[config.mk]
export PLATFORM = sky130hd
export DESIGN_NAME = isolated_supply_sequencer
export DESIGN_NICKNAME = d
export VERILOG_FILES = /design/src/rtl/isolated_supply_pkg.sv /design/src/rtl/soft_start_if.sv /design/src/rtl/isolated_supply_sequencer.sv /design/src/rtl/ramp_sequencer.sv
export SDC_FILE = /design/constraint.sdc
export NUM_CORES = 1
export LEC_CHECK = 0
export BUFFER_PORTS_ARGS = -buffer_cell sky130_fd_sc_hd__buf_2
export CAP_MARGIN = 20
export CORE_AREA = 2 2 125 127
export CTS_BUF_LIST = sky130_fd_sc_hd__clkbuf_4
export CTS_CLUSTER_SIZE = 8
export DETAILED_ROUTE_END_ITERATION = 8
export DIE_AREA = 0 0 127 129
export GPL_TIMING_DRIVEN = 0
export PLACE_DENSITY = 0.77
export SYNTH_ARGS = -nofsm -noshare
export SYNTH_HDL_FRONTEND = slang
export SYNTH_SLANG_ARGS = --single-unit
[constraint.sdc]
create_clock -name clk_sys -period 2.65 [get_ports clk_sys]
set_input_delay 0.3975 -clock clk_sys [delete_from_list [all_inputs] [get_ports clk_sys]]
set_output_delay 0.3975 -clock clk_sys [all_outputs]
set_load 0.1 [all_outputs]
[src/rtl/isolated_supply_pkg.sv]
// constants, state type and helpers of the isolated supply sequencer
package isolated_supply_pkg;

  localparam int unsigned CLK_PERIOD_NS  = 100;

  // soft-start step length, least time, rounded up
  localparam int unsigned STEP_TIME_NS   = 128000;
  localparam int unsigned STEP_CYC       = (STEP_TIME_NS + CLK_PERIOD_NS - 1) / CLK_PERIOD_NS;

  // enable low time that arms the latch clear, least time, rounded up
  localparam int unsigned LATCH_CLEAR_NS  = 150000;
  localparam int unsigned LATCH_CLEAR_CYC = (LATCH_CLEAR_NS + CLK_PERIOD_NS - 1) / CLK_PERIOD_NS;

  // start-up deglitch and soft-start timeout, longest times, rounded down
  localparam int unsigned DEGLITCH_NS    = 3000000;
  localparam int unsigned DEGLITCH_CYC_DOC = DEGLITCH_NS / CLK_PERIOD_NS;
  localparam int unsigned TIMEOUT_NS     = 28400000;
  localparam int unsigned TIMEOUT_CYC_DOC  = TIMEOUT_NS / CLK_PERIOD_NS;

  // primary ramp duty in eighths of the burst period
  localparam logic [2:0] DUTY_START      = 3'h1;
  localparam logic [2:0] DUTY_END        = 3'h4;
  localparam logic [2:0] DUTY_FORCED     = 3'h7;

  // secondary reference in units of 0.1 V
  localparam logic [4:0] REF_START       = 5'h09;
  localparam logic [4:0] REF_FIRST_STEP  = 5'h04;
  localparam logic [4:0] REF_STEP        = 5'h02;
  localparam logic [2:0] REF_STEPS       = 3'h7;

  // overpower baby-burst duty in sixteenths, reduced by the input level code
  localparam logic [3:0] OPP_DUTY_MAX    = 4'hf;

  typedef enum logic [2:0] {
    ST_DISABLED   = 3'b000,
    ST_SOFT_START = 3'b001,
    ST_NORMAL     = 3'b011,
    ST_AUTO_PROT  = 3'b010,
    ST_LATCHED    = 3'b110
  } supply_state_t;

  function automatic logic isRunning(input supply_state_t s);
    return (s == ST_SOFT_START) || (s == ST_NORMAL);
  endfunction

endpackage

[src/rtl/soft_start_if.sv]
// signals between the supply controller and its soft-start ramp sequencer
`timescale 1ns/100ps
interface soft_start_if;
  logic       run;
  logic       secondaryCtrl;
  logic [2:0] rampDuty;
  logic [4:0] refCode;
  logic       refDone;
  logic       stepTick;

  modport seq (input run, input secondaryCtrl, output rampDuty, output refCode, output refDone, output stepTick);
  modport ctl (output run, output secondaryCtrl, input rampDuty, input refCode, input refDone, input stepTick);
endinterface
[src/rtl/isolated_supply_sequencer.sv]
// sequencing and protection controller of the isolated supply
//
// Summary of operation
// - with input good and enable high, ramp primary burst duty from 12.5% to 50%.
// - once main rail clears bias lockout, secondary feedback rules and ramp duty is forced high.
// - under secondary control, burst follows main feedback compared with the reference.
// - reference climbs 0.9 V to 2.5 V: one 0.4 V step, six 0.2 V steps, 128 us each.
// - after main rail leaves undervoltage, enable aux rail drive, polarity from aux feedback.
// - after both rails clear undervoltage, wait about 3 ms before pulling power-good low.
// - that deglitch applies only before power-good is first given; afterwards trips act at once.
// - main rail short of bias lockout within 28.4 ms of soft-start latches the device off.
// - enable rising starts soft-start; enable falling stops switching.
// - host holds enable low over 150 us then raises it to clear a latch.
// - power-good is open-drain, pulled low only when fault free and both rails in band.
// - input under and overvoltage recover by themselves; all else latches off.
// - latch holds until enable cycles or input drops below analog lockout and recovers.
// - input below lockout falling level stops switching.
// - input below analog lockout level clears every protection latch.
// - on input recovery, soft-start if enable is high, else wait disabled.
// - overpower inserts a baby burst in each main burst, duty falling as input rises.
// - overtemperature shuts the converter down.
// - output undervoltage latches off, cleared by input recycle or enable toggle.
`timescale 1ns/100ps
module isolated_supply_sequencer #(
  parameter int unsigned DEGLITCH_CYC = isolated_supply_pkg::DEGLITCH_CYC_DOC,
  parameter int unsigned TIMEOUT_CYC  = isolated_supply_pkg::TIMEOUT_CYC_DOC
) (
  input  wire logic       clk_sys,
  input  wire logic       arst_n,
  input  wire logic       turnOnInput,
  input  wire logic       vinAboveLockout,
  input  wire logic       vinAboveAnalogLockout,
  input  wire logic       vinOverLockout,
  input  wire logic [3:0] vinLevel,
  input  wire logic       mainAboveBiasLockout,
  input  wire logic       mainLowTrip,
  input  wire logic       auxLowTrip,
  input  wire logic       mainHighTrip,
  input  wire logic       auxHighTrip,
  input  wire logic       mainInBand,
  input  wire logic       auxInBand,
  input  wire logic       overTemp,
  input  wire logic       mainRailFeedbackLow,
  input  wire logic       auxRailFeedbackLow,
  input  wire logic       supplyOkNIn,
  output logic            switchEnable,
  output logic [2:0]      primaryRampDuty,
  output logic            burstDrive,
  output logic [3:0]      overpowerBurstDuty,
  output logic [4:0]      secondaryRef,
  output logic            auxRailDriveEnable,
  output logic            auxRailDriveSource,
  output logic            latchedOff,
  output logic            supplyOkNOut,
  output logic            supplyOkNOe
);

  localparam int SYNC_W = 19;

  // two-stage synchroniser for every pin
  logic [SYNC_W-1:0] syncA;
  logic [SYNC_W-1:0] syncB;
  logic [SYNC_W-1:0] pinsRaw;

  logic       turnOnS;
  logic       vinLockS;
  logic       vinAnalogS;
  logic       vinOverS;
  logic [3:0] vinLevelS;
  logic [3:0] vinLevelQ;
  logic [3:0] vinLevelHeld;
  logic       mainBiasS;
  logic       mainLowS;
  logic       auxLowS;
  logic       mainHighS;
  logic       auxHighS;
  logic       mainBandS;
  logic       auxBandS;
  logic       overTempS;
  logic       mainFbLowS;
  logic       auxFbLowS;
  logic       pgPinS;

  isolated_supply_pkg::supply_state_t state;
  isolated_supply_pkg::supply_state_t next_state;

  logic        running;
  logic        nextRunning;
  logic        vinOk;
  logic        uvOk;
  logic        secondaryCtrl;
  logic        auxEnabled;
  logic [31:0] timeoutCnt;
  logic        timeoutHit;
  logic [31:0] deglitchCnt;
  logic        deglitchRun;
  logic        deglitchDone;
  logic [31:0] lowCnt;
  logic        clearArmed;
  logic [2:0]  rampPhase;
  logic [3:0]  babyPhase;
  logic        rampBurst;
  logic        mainBurst;
  logic        babyOn;
  logic [3:0]  oppDuty;
  logic        pgGive;

  soft_start_if ss ();

  ramp_sequencer u_ramp (
    .clk_sys (clk_sys),
    .arst_n  (arst_n),
    .ss      (ss)
  );

  assign pinsRaw = {turnOnInput, vinAboveLockout, vinAboveAnalogLockout, vinOverLockout, vinLevel,
                    mainAboveBiasLockout, mainLowTrip, auxLowTrip, mainHighTrip, auxHighTrip,
                    mainInBand, auxInBand, overTemp, mainRailFeedbackLow, auxRailFeedbackLow,
                    supplyOkNIn};

  always_ff @(posedge clk_sys or negedge arst_n) begin
    if (!arst_n) begin
      syncA        <= '0;
      syncB        <= '0;
      vinLevelQ    <= 4'h0;
      vinLevelHeld <= 4'h0;
    end else begin
      syncA        <= pinsRaw;
      syncB        <= syncA;
      vinLevelQ    <= vinLevelS;
      vinLevelHeld <= (vinLevelS == vinLevelQ) ? vinLevelS : vinLevelHeld; // level code taken once stable
    end
  end

  assign {turnOnS, vinLockS, vinAnalogS, vinOverS, vinLevelS, mainBiasS, mainLowS, auxLowS,
          mainHighS, auxHighS, mainBandS, auxBandS, overTempS, mainFbLowS, auxFbLowS, pgPinS} = syncB;

  // decoded conditions
  assign running      = isolated_supply_pkg::isRunning(state);
  assign nextRunning  = isolated_supply_pkg::isRunning(next_state);
  assign vinOk        = vinLockS && !vinOverS;
  assign uvOk         = !mainLowS && !auxLowS;
  assign timeoutHit   = !mainBiasS && (timeoutCnt == TIMEOUT_CYC - 1);
  assign deglitchDone = deglitchRun && (deglitchCnt == DEGLITCH_CYC - 1);
  assign clearArmed   = lowCnt >= isolated_supply_pkg::LATCH_CLEAR_CYC + 1;
  assign pgGive       = (next_state == isolated_supply_pkg::ST_NORMAL) && mainBandS && auxBandS;

  // burst generation
  assign rampBurst = {1'b0, rampPhase} < {1'b0, ss.rampDuty};
  assign mainBurst = secondaryCtrl ? mainFbLowS : rampBurst;
  assign oppDuty   = isolated_supply_pkg::OPP_DUTY_MAX - vinLevelHeld;
  assign babyOn    = babyPhase < oppDuty;

  assign ss.run           = running;
  assign ss.secondaryCtrl = secondaryCtrl;

  // next state; input lockout outranks all, overtemperature outranks enable
  always_comb begin
    next_state = state;
    case (state)
      isolated_supply_pkg::ST_DISABLED: begin
        if (!vinOk) begin
          next_state = isolated_supply_pkg::ST_AUTO_PROT;
        end else if (turnOnS) begin
          next_state = isolated_supply_pkg::ST_SOFT_START;
        end
      end
      isolated_supply_pkg::ST_SOFT_START: begin
        if (!vinOk) begin
          next_state = isolated_supply_pkg::ST_AUTO_PROT;
        end else if (overTempS) begin
          next_state = isolated_supply_pkg::ST_LATCHED;
        end else if (!turnOnS) begin
          next_state = isolated_supply_pkg::ST_DISABLED;
        end else if (timeoutHit || mainHighS) begin
          next_state = isolated_supply_pkg::ST_LATCHED;
        end else if (deglitchDone) begin
          // undervoltage and aux high trips are only judged once the deglitch has run out; main high trip acts at once
          next_state = (uvOk && !auxHighS) ? isolated_supply_pkg::ST_NORMAL
                                           : isolated_supply_pkg::ST_LATCHED;
        end
      end
      isolated_supply_pkg::ST_NORMAL: begin
        if (!vinOk) begin
          next_state = isolated_supply_pkg::ST_AUTO_PROT;
        end else if (overTempS) begin
          next_state = isolated_supply_pkg::ST_LATCHED;
        end else if (!turnOnS) begin
          next_state = isolated_supply_pkg::ST_DISABLED;
        end else if (!uvOk || mainHighS || auxHighS) begin
          next_state = isolated_supply_pkg::ST_LATCHED;
        end
      end
      isolated_supply_pkg::ST_AUTO_PROT: begin
        if (vinOk) begin
          next_state = turnOnS ? isolated_supply_pkg::ST_SOFT_START
                               : isolated_supply_pkg::ST_DISABLED;
        end
      end
      isolated_supply_pkg::ST_LATCHED: begin
        if (!vinAnalogS) begin
          next_state = isolated_supply_pkg::ST_AUTO_PROT;
        end else if (clearArmed && turnOnS && vinOk) begin
          next_state = isolated_supply_pkg::ST_SOFT_START;
        end
      end
      default: begin
        next_state = isolated_supply_pkg::ST_DISABLED;
      end
    endcase
  end

  always_ff @(posedge clk_sys or negedge arst_n) begin
    if (!arst_n) begin
      state <= isolated_supply_pkg::ST_DISABLED;
    end else begin
      state <= next_state;
    end
  end

  // hand-over to secondary feedback and aux rail enable
  always_ff @(posedge clk_sys or negedge arst_n) begin
    if (!arst_n) begin
      secondaryCtrl <= 1'b0;
      auxEnabled    <= 1'b0;
    end else if (!running) begin
      secondaryCtrl <= 1'b0;
      auxEnabled    <= 1'b0;
    end else begin
      secondaryCtrl <= secondaryCtrl || mainBiasS;
      auxEnabled    <= auxEnabled || !mainLowS;
    end
  end

  // soft-start timeout, counts until the hand-over
  always_ff @(posedge clk_sys or negedge arst_n) begin
    if (!arst_n) begin
      timeoutCnt <= 32'h0000_0000;
    end else if (state != isolated_supply_pkg::ST_SOFT_START || secondaryCtrl) begin
      timeoutCnt <= 32'h0000_0000;
    end else if (!timeoutHit) begin
      timeoutCnt <= timeoutCnt + 32'h0000_0001;
    end
  end

  // start-up deglitch, begins once both rails have cleared undervoltage
  always_ff @(posedge clk_sys or negedge arst_n) begin
    if (!arst_n) begin
      deglitchRun <= 1'b0;
      deglitchCnt <= 32'h0000_0000;
    end else if (state != isolated_supply_pkg::ST_SOFT_START) begin
      deglitchRun <= 1'b0;
      deglitchCnt <= 32'h0000_0000;
    end else if (!deglitchRun) begin
      deglitchRun <= uvOk && auxEnabled;
    end else if (!deglitchDone) begin
      deglitchCnt <= deglitchCnt + 32'h0000_0001;
    end
  end

  // enable low time while latched
  always_ff @(posedge clk_sys or negedge arst_n) begin
    if (!arst_n) begin
      lowCnt <= 32'h0000_0000;
    end else if (state != isolated_supply_pkg::ST_LATCHED) begin
      lowCnt <= 32'h0000_0000;
    end else if (!turnOnS && !clearArmed) begin
      lowCnt <= lowCnt + 32'h0000_0001;
    end else if (turnOnS && !clearArmed) begin
      lowCnt <= 32'h0000_0000;
    end
  end

  // burst phase counters
  always_ff @(posedge clk_sys or negedge arst_n) begin
    if (!arst_n) begin
      rampPhase <= 3'h0;
      babyPhase <= 4'h0;
    end else begin
      rampPhase <= rampPhase + 3'h1;
      babyPhase <= babyPhase + 4'h1;
    end
  end

  // registered outputs
  always_ff @(posedge clk_sys or negedge arst_n) begin
    if (!arst_n) begin
      switchEnable       <= 1'b0;
      primaryRampDuty    <= isolated_supply_pkg::DUTY_START;
      burstDrive         <= 1'b0;
      overpowerBurstDuty <= isolated_supply_pkg::OPP_DUTY_MAX;
      secondaryRef       <= isolated_supply_pkg::REF_START;
      auxRailDriveEnable <= 1'b0;
      auxRailDriveSource <= 1'b0;
      latchedOff         <= 1'b0;
      supplyOkNOe        <= 1'b0;
    end else begin
      switchEnable       <= nextRunning;
      primaryRampDuty    <= secondaryCtrl ? isolated_supply_pkg::DUTY_FORCED : ss.rampDuty;
      burstDrive         <= nextRunning && mainBurst && babyOn;
      overpowerBurstDuty <= oppDuty;
      secondaryRef       <= ss.refCode;
      auxRailDriveEnable <= nextRunning && auxEnabled;
      auxRailDriveSource <= auxFbLowS;
      latchedOff         <= next_state == isolated_supply_pkg::ST_LATCHED;
      supplyOkNOe        <= pgGive;
    end
  end

  // open drain: only ever pulls low
  assign supplyOkNOut = 1'b0;
endmodule // isolated_supply_sequencer

[src/rtl/ramp_sequencer.sv]
// primary duty ramp and stepped secondary reference for soft-start
`timescale 1ns/100ps
module ramp_sequencer (
  input  wire logic  clk_sys,
  input  wire logic  arst_n,
  soft_start_if.seq  ss
);

  logic [15:0] stepCnt;
  logic [2:0]  refSteps;
  logic        secCtrlQ;
  logic        secStart;
  logic        rampMore;
  logic        refMore;

  assign secStart    = ss.secondaryCtrl && !secCtrlQ;
  assign ss.stepTick = ss.run && !secStart && (stepCnt == 16'(isolated_supply_pkg::STEP_CYC - 1));
  assign rampMore    = ss.rampDuty < isolated_supply_pkg::DUTY_END;
  assign refMore     = refSteps < isolated_supply_pkg::REF_STEPS;
  assign ss.refDone  = !refMore;

  always_ff @(posedge clk_sys or negedge arst_n) begin
    if (!arst_n) begin
      stepCnt     <= 16'h0000;
      secCtrlQ    <= 1'b0;
      ss.rampDuty <= isolated_supply_pkg::DUTY_START;
      ss.refCode  <= isolated_supply_pkg::REF_START;
      refSteps    <= 3'h0;
    end else if (!ss.run) begin
      stepCnt     <= 16'h0000;
      secCtrlQ    <= 1'b0;
      ss.rampDuty <= isolated_supply_pkg::DUTY_START;
      ss.refCode  <= isolated_supply_pkg::REF_START;
      refSteps    <= 3'h0;
    end else begin
      secCtrlQ <= ss.secondaryCtrl;
      // the first reference step gets a full period after hand-over
      if (ss.stepTick || secStart) begin
        stepCnt <= 16'h0000;
      end else begin
        stepCnt <= stepCnt + 16'h0001;
      end
      if (ss.stepTick && !ss.secondaryCtrl && rampMore) begin
        ss.rampDuty <= ss.rampDuty + 3'h1;
      end
      if (ss.stepTick && ss.secondaryCtrl && refMore) begin
        ss.refCode <= ss.refCode + ((refSteps == 3'h0) ? isolated_supply_pkg::REF_FIRST_STEP
                                                     : isolated_supply_pkg::REF_STEP);
        refSteps   <= refSteps + 3'h1;
      end
    end
  end
endmodule // ramp_sequencer

# Word-level counts from Yosys, hierarchy flattened
# Index checks and enable logic that the tools add are counted.
# totals
inputBits,21
regBits,201
out_inout_bits,19
elab_cells,147
# classes
magnitude_cmp,5
n_reduce_logical,47
n_mux,41
add_sub_neg,10
n_eq_ne,17
# op_table
cell,count
$mux W32,8
$add A32 B1 Y32 const B,3
$mux W3,21
$eq A32 B15 Y1 const B,1
$eq A32 B19 Y1 const B,1
$ge A32 B11 Y1 const B,1
$mux W16,2
$logic_and A1 B1 Y1,22
$add A16 B1 Y16 const B,1
$eq A16 B11 Y1 const B,1
$pmux W3 S5,1
$logic_not A1 Y1,11
$mux W5,2
$add A3 B1 Y3 const B,3
$eq A3 B2 Y1 const B,3
$logic_or A1 B1 Y1,9
$mux W1,7
$eq A3 B1 Y1 const B,2
$eq A3 B3 Y1 const B,2
$logic_not A3 Y1,2
$lt A3 B3 Y1 const B,2
$add A5 B5 Y5,1
$add A4 B1 Y4 const B,1
$eq A4 B4 Y1,1
other kinds (10),12

# Longest topological paths before layout
# Gate-level depths: netlist of the first run.
# logic_depth
word_depth,14
depth_mapped,9

# By module
# A second synthesis of the first run with hierarchy kept.
# unflattened
cells_unflattened,867
hier_area_um2,9217.6
# modules_own_cells
mod,instances,cells_per_inst,area_each_um2
isolated_supply_sequencer,1,720,7703.6
ramp_sequencer,1,147,1514.0

# Least setup slack after synthesis of the first run
# Ideal clock, no wire load.
# synth_timing
path_kind,register to register
startpoint,reg timeoutCnt[0]
endpoint,reg timeoutCnt[28]
synth_period_minus_slack_ps,2282
required_time_ps,2584
arrival_ps,2216
setup_slack_ps,368
stages_incl_launch_ff,9
path_buffers,2
path_cell_list,dfrtp_1 > ha_1 > nand4_2 > or4_1 > buf_2 > or2_1 > buf_6 > or4_1 > nand2_1
# synth_via
elab_chain_len,3
word_cells_on_any_way,6
# synth_lines
item,line_no,source
start: declaration,isolated_supply_sequencer.sv:93,logic [31:0] timeoutCnt;
start signal: assignment,isolated_supply_sequencer.sv:242,timeoutCnt <= timeoutCnt + 32'h0000_0001;
$add A32 B1 Y32 or $eq A32 B19 Y1 (tied branches),"isolated_supply_sequencer.sv:242, isolated_supply_sequencer.sv:143",
$mux W32 or $logic_and A1 B1 Y1 (tied branches),"isolated_supply_sequencer.sv:241, isolated_supply_sequencer.sv:143",
$mux W32 or $ne A2 B1 Y1 (tied branches),-,
# Several ways; a longest one is shown, not always the timed one. The select of a mux whose other input is x is not followed.
# A chain may end at the register's enable or synchronous reset.

# Worst setup path in the final report of the first run
# layout_timing
startpoint,reg timeoutCnt[0]
endpoint,reg timeoutCnt[26]
# The elaborated chain is that of the path after synthesis.

==> results.sh, run 1 <==
export IMPL_routed_wl_um=17900
export IMPL_dp_slack_ps=-119
export IMPL_num_fill_cells=1175
export IMPL_grt_pass1_vias=6340
export IMPL_hold_class="input pin to async pin"
export IMPL_fin_crit_sh_pct=94.5
export IMPL_track_usage_pct=23.2
export IMPL_layout_nets=955
export IMPL_dieArea_um2=16400
export IMPL_drt_iter0_drc=503
export IMPL_io_buffers=37
export IMPL_fp_row_count=45
export IMPL_syn_inst=837
export IMPL_finalMaxSlewViolations=0
export IMPL_clk_latency_ps=610
export IMPL_crit_type="flip-flop to flip-flop"
export IMPL_die_h_um=129
export IMPL_synth_warning_count=0
export IMPL_maxCapViolCount=0
export IMPL_initial_core_util_pct=58.9
export IMPL_grt_max_degree=118
export IMPL_synth_area_um2=8830
export IMPL_powerDensity_nw_per_um2=535
export IMPL_grt_overflow=0
export IMPL_mappedNetlistNets=877
export IMPL_dr_pass1_iters=5
export IMPL_peakVddDrop_mv=0.666
export IMPL_async_flop_share_pct=100
export IMPL_root_buffer="clkbuf_4"
export IMPL_drive_gt1_share_pct=12.4
export IMPL_viasPerCell=5.96
export IMPL_areaGrowthSynthToFinish_pct=11.8
export IMPL_synth_avg_cell_area_um2=10.5
export IMPL_max_slew_margin_pct=40.7
export IMPL_ant_nets=0
export IMPL_post_dp_hpwl_um=11900
export IMPL_place_congestion=0.840
export IMPL_worst_slew_pin_slew_ps=882
export IMPL_critPathRequiredTime_ps=3210
export IMPL_core_area_um2=15000
export IMPL_hold_viol=0
export IMPL_h_tree_depth=4
export IMPL_synth_distinct_cells=64
export IMPL_crit_fanout=8
export IMPL_worst_ep_arrival_time_ps=3070
export IMPL_cts_buffers=17
export IMPL_final_setup_skew_ps=26.3
export IMPL_start_kind="flip-flop"
export IMPL_cts_tree="built"
export IMPL_drc_errors=0
export IMPL_finalSetupViolCount=0
export IMPL_leakage_nw=4.12
export IMPL_clkSinkCount=199
export IMPL_cts_buffer_depth=2
export IMPL_vias=6658
export IMPL_endpoint_kind="flip-flop"
export IMPL_io_pins=40
export IMPL_fp_dieW_um=127
export IMPL_outcome="completed"
export IMPL_ys_ff_latch=199
export IMPL_wire_per_inst_um=16.0
export IMPL_post_route_min_period_ps=2510
export IMPL_antenna_found_initial=1
export IMPL_r2r_start="timeoutCnt[0]"
export IMPL_final_util_pct=65.9
export IMPL_synth_ff_type="dfrtp_1"
export IMPL_path_clk_slew_ps=180
export IMPL_ys_seq_area_share_pct=56.5
export IMPL_max_freq_mhz=399
export IMPL_grt_pass1_wl_um=30400
export IMPL_synth_enable_flop_cells=0
export IMPL_startpoint="timeoutCnt[0]"
export IMPL_timing_final_ws_setup_ps=145
[layer usage]
layer	GRT usage [%]	part of all wire (%)
met1	31.7	46
met2	37.8	48
met3	4.74	4.4
met4	7.63	1.7
met5	0	0
[placed cells by master, fill, tap and decap left out, types with 5 or more instances in the layout]
master / n
dfrtp_1: 189
nor2_1: 69
nand2_1: 67
buf_2: 40
nand3_1: 39
o21ai_0: 39
a21oi_1: 39
inv_1: 37
xnor2_1: 27
nor4_1: 24
nand4_1: 22
or3_1: 21
dlygate4sd3_1: 19
ha_1: 18
nor3_1: 17
or4_1: 17
clkbuf_4: 17
xor2_1: 16
o31ai_1: 16
and3_1: 15
clkbuf_1: 14
and2_1: 12
dfstp_2: 10
and4_1: 9
nand2b_1: 8
o211ai_1: 8
o21a_1: 8
a22o_1: 7
inv_8: 6
mux2_2: 5
clkinv_8: 5
[through the flow]
| step | instances | hold WS (ps) | cell area (um2) | power [mW] | setup TNS, ps |
|---|---|---|---|---|---|
| 2_1_floorplan | 837 | 102 | 8830 | 3.56 | 0 |
| 3_3_place_gp | 1062 | 332 | 9250 | 3.69 | -384540 |
| 3_5_place_dp | 1063 | 336 | 9290 | 3.70 | -1160 |
| 4_1_cts | 1114 | 339 | 9800 | 5.32 | 0 |
| 5_1_grt | 1118 | 346 | 9870 | 5.51 | -8.48 |
| 6_report | 1118 | 350 | 9870 | 5.29 | 0 |
[worst paths after layout]
path                                     end  slack, ps  cells past startpoint
max                           timeoutCnt[26]        140                      8
min                               lowCnt[24]        350                      2
max reg2reg                   timeoutCnt[26]        140                      8
min reg2reg                         syncB[3]        360                      0
max in group asynchronous  u_ramp.stepCnt[9]       1370                      3
min in group clk_sys                syncB[3]        360                      0
[timing repair]
| item | 4_1_cts | 5_1_grt |
|---|---|---|
| hold endpoints to repair | 96 | 0 |
| hold buffers | 19 | 0 |
| endpoints found under the setup margin | 21 | 41 |
| resized for setup | 4 | 10 |
| setup buffers | 0 | 3 |
| pin swaps | 0 | 1 |
[where the power goes]
group	switching (mW)	leakage, nW	internal (mW)
clock	1.17	0.159	0.444
combinational	0.366	1.33	0.107
sequential	0.0513	2.63	3.14
total	1.59	4.12	3.69
[synthesized netlist by cell type, drive strengths merged, types with 10 or more instances]
cell type,number,area [um2]
o31ai,17,128
inv,37,139
nand3,41,205
nor2,69,259
and3,15,93.8
nor4,27,169
a21oi,40,200
ha,18,225
or4,17,128
xor2,16,140
clkbuf,16,60.1
or3,23,146
o21ai,39,195
dfrtp,189,4730
nor3,20,100
and4,11,98.9
dfstp,10,263
and2,12,75.1
xnor2,27,236
nand2,67,251
nand4,24,171
[final cells by class]
class                      count  area (um2)  share of cell area, %
antenna                        2        5.00                 0.0507
timing repair buffer          60         435                   4.41
clock buffer                  17         128                   1.29
multi-input combinational    577        3660                   37.1
tap                          188         235                   2.38
buffer                        23         104                   1.05
sequential                   199        4990                   50.6
clock inverter                15         174                   1.76
inverter                      37         139                   1.41
[cells by family after synthesis]
family          count (synthesis)  share of synthesized area [%]
mux                             9                           1.09
xor+xnor                       43                           4.27
buf+inv                        61                           2.78
simple gates                  352                           21.4
fa+ha+maj                      19                           2.78
compound gates                153                           11.1
flops                         199                           56.5
other cells                     1                         0.0425
[registers in the layout, summed over array words and instances, names as in the netlist, 3 cells and up]
signal / flops
syncB: 18
rampPhase: 3
u_ramp.refSteps: 3
vinLevelQ: 4
babyPhase: 4
lowCnt: 32
state: 3
timeoutCnt: 32
deglitchCnt: 32
primaryRampDuty: 3
u_ramp.ss.rampDuty: 3
secondaryRef: 5
overpowerBurstDuty: 4
u_ramp.stepCnt: 16
syncA: 18
u_ramp.ss.refCode: 5
vinLevelHeld: 4
[critical path, stage by stage, from the launching register on]
cell	delay, ps
dfrtp_1	430
ha_1	230
nand4_2	160
or4_1	530
buf_2	190
or2_1	250
buf_6	130
or4_1	460
nand2_1	80
Power figures use the tool's default switching activity.
==> inputs of run 2 (changes only) <==
--- a/config.mk
+++ b/config.mk
@@ -7,13 +7,13 @@
 export LEC_CHECK = 0
 export BUFFER_PORTS_ARGS = -buffer_cell sky130_fd_sc_hd__buf_2
 export CAP_MARGIN = 20
-export CORE_AREA = 2 2 125 127
+export CORE_AREA = 2 2 121 123
 export CTS_BUF_LIST = sky130_fd_sc_hd__clkbuf_4
 export CTS_CLUSTER_SIZE = 8
 export DETAILED_ROUTE_END_ITERATION = 8
-export DIE_AREA = 0 0 127 129
+export DIE_AREA = 0 0 123 125
 export GPL_TIMING_DRIVEN = 0
-export PLACE_DENSITY = 0.77
+export PLACE_DENSITY = 0.81
 export SYNTH_ARGS = -nofsm -noshare
 export SYNTH_HDL_FRONTEND = slang
 export SYNTH_SLANG_ARGS = --single-unit
==> constraint.sdc (replaced) <==
create_clock -name clk_sys -period 2.65 [get_ports clk_sys]
set_input_delay 0.3975 -clock clk_sys [delete_from_list [all_inputs] [get_ports clk_sys]]
set_output_delay 0.3975 -clock clk_sys [all_outputs]
set_load 0.05 [all_outputs]
==> results.sh, run 2 (same netlist as run 1, synthesis figures left out) <==
export IMPL_final_cell_area_um2=9840
export IMPL_grt_pass1_vias=6243
export IMPL_drive_gt1_share_pct=11.9
export IMPL_ant_nets=0
export IMPL_worst_slew_pin_slew_ps=831
export IMPL_finalSetupViolCount=0
export IMPL_vias=6571
export IMPL_antenna_found_initial=0
export IMPL_max_slew_margin_pct=43.7
export IMPL_cpMostUsedCell="or4_1"
export IMPL_hold_class="input pin to async pin"
export IMPL_areaGrowthSynthToFinish_pct=11.5
export IMPL_final_common_cell="dfrtp_1"
export IMPL_grt_overflow=0
export IMPL_finalMaxSlewViolations=0
export IMPL_num_fill_cells=1053
export IMPL_p_sw_mw=1.32
export IMPL_tns_ps=0
export IMPL_cts_buffers=17
export IMPL_dieArea_um2=15400
export IMPL_pwr_share_seq_pct=63.0
export IMPL_initial_core_util_pct=62.2
export IMPL_peakVddDrop_mv=0.489
export IMPL_grt_pass1_wl_um=29700
export IMPL_core_area_um2=14200
export IMPL_root_buffer="clkbuf_4"
export IMPL_dr_pass1_iters=5
export IMPL_crit_chain="ha_1 -> nand4_2 -> or4_1 -> buf_2 -> or2_1 -> buf_6 -> or4_1 -> nand2_1"
export IMPL_path_clk_slew_ps=170
export IMPL_wire_per_inst_um=15.5
export IMPL_crit_type="flip-flop to flip-flop"
export IMPL_final_setup_skew_ps=29.8
export IMPL_fp_row_count=44
export IMPL_worst_ep_arrival_time_ps=3030
export IMPL_timing_final_ws_setup_ps=121
export IMPL_largestRegisters="deglitchCnt (32), lowCnt (32), timeoutCnt (32)"
export IMPL_cts_buffer_depth=2
export IMPL_powerDensity_nw_per_um2=516
export IMPL_pwr_share_comb_pct=7.1
export IMPL_track_usage_pct=24.0
export IMPL_final_cell_mix="189 x dfrtp_1, 69 x nor2_1, 67 x nand2_1"
export IMPL_fin_crit_sh_pct=95.4
export IMPL_post_route_min_period_ps=2530
export IMPL_clkSinkCount=199
export IMPL_grt_setup_unrepaired="no"
export IMPL_drc_errors=0
export IMPL_critPathRequiredTime_ps=3150
export IMPL_pwr_share_clk_pct=29.9
export IMPL_io_pins=40
export IMPL_placed_cell_area_um2=9310
export IMPL_drt_iter0_drc=447
export IMPL_crit_fanout=8
export IMPL_viasPerCell=5.91
export IMPL_dp_slack_ps=-192
export IMPL_endpoint_kind="flip-flop"
export IMPL_p_int_mw=3.75
export IMPL_final_util_pct=69.3
export IMPL_post_dp_hpwl_um=11800
export IMPL_max_freq_mhz=395
export IMPL_layout_nets=955
export IMPL_place_congestion=0.821
export IMPL_grt_max_degree=75
export IMPL_maxCapViolCount=0
export IMPL_clk_latency_ps=580
export IMPL_num_antenna_cells=0
export IMPL_leakage_nw=4.11
export IMPL_cts_tree="built"
export IMPL_fp_dieW_um=123
export IMPL_slowest_stage="or4_1"
export IMPL_dp_cells=1060
export IMPL_start_kind="flip-flop"
export IMPL_p_sw_share_pct=26.0
export IMPL_io_buffers=37
export IMPL_fin_cells=1112
export IMPL_outcome="completed"
export IMPL_routed_wl_um=17200
export IMPL_h_tree_depth=4
export IMPL_die_h_um=125
export IMPL_hold_viol=0
export IMPL_reg2regPathDepth=8
export IMPL_max_stage_delay_ps=510
## run 2: area by class of cell
type / count / area (um2) / area share [%]
Buffer: 23 / 103 / 1.04
Clock buffer: 19 / 143 / 1.45
Clock inverter: 13 / 121 / 1.23
Inverter: 37 / 139 / 1.41
Multi-Input combinational cell: 577 / 3660 / 37.2
Sequential cell: 199 / 4990 / 50.7
Tap cell: 184 / 230 / 2.34
Timing Repair Buffer: 60 / 455 / 4.63
## run 2: per-layer routing
metal  track usage (%)  wire (um)  vias to the layer above
met4              7.49        274                        0
met3              5.52        765                       18
li1                  -          -                     3188
met2              35.0       8120                      154
met5                 0          0                        -
met1              35.9       8090                     3211
## run 2: critical path, delay by kind of cell (launching register included)
kind	cells	cell delay, ps
simple gates	5	1490
buf+inv	2	310
flops	1	430
fa+ha+maj	1	240
## run 2: worst paths after layout
| path | startpoint | endpoint | slack, ps |
|---|---|---|---|
| min reg2reg | syncA[2] | syncB[2] | 370 |
| min in group clk_sys | syncA[2] | syncB[2] | 370 |
| min | arst_n | deglitchCnt[8] | 320 |
| max in group asynchronous | arst_n | overpowerBurstDuty[0] | 1260 |
| max reg2reg | timeoutCnt[0] | timeoutCnt[30] | 120 |
| max | timeoutCnt[0] | timeoutCnt[30] | 120 |
## run 2: power by group through the flow
stage	clock network, mW	logic [mW]	registers, mW
global placement	0	0.322	3.25
floorplan	0	0.0983	3.34
detailed placement	0	0.342	3.25
CTS	1.56	0.367	3.19
finish	1.52	0.360	3.19
global route	1.69	0.399	3.21
## run 2: what timing repair did
action / in CTS / in global routing
pin swaps: 0 / 1
setup buffers: 0 / 2
hold buffers: 19 / 0
endpoints found under the hold margin: 68 / 0
resized for setup: 3 / 8
endpoints found under the setup margin: 21 / 37
## run 2: per-stage QoR
stage,power [mW],hold slack [ps]
6_report,5.07,319
5_1_grt,5.29,313
4_1_cts,5.12,308
3_5_place_dp,3.59,335
3_3_place_gp,3.57,333
2_1_floorplan,3.44,102
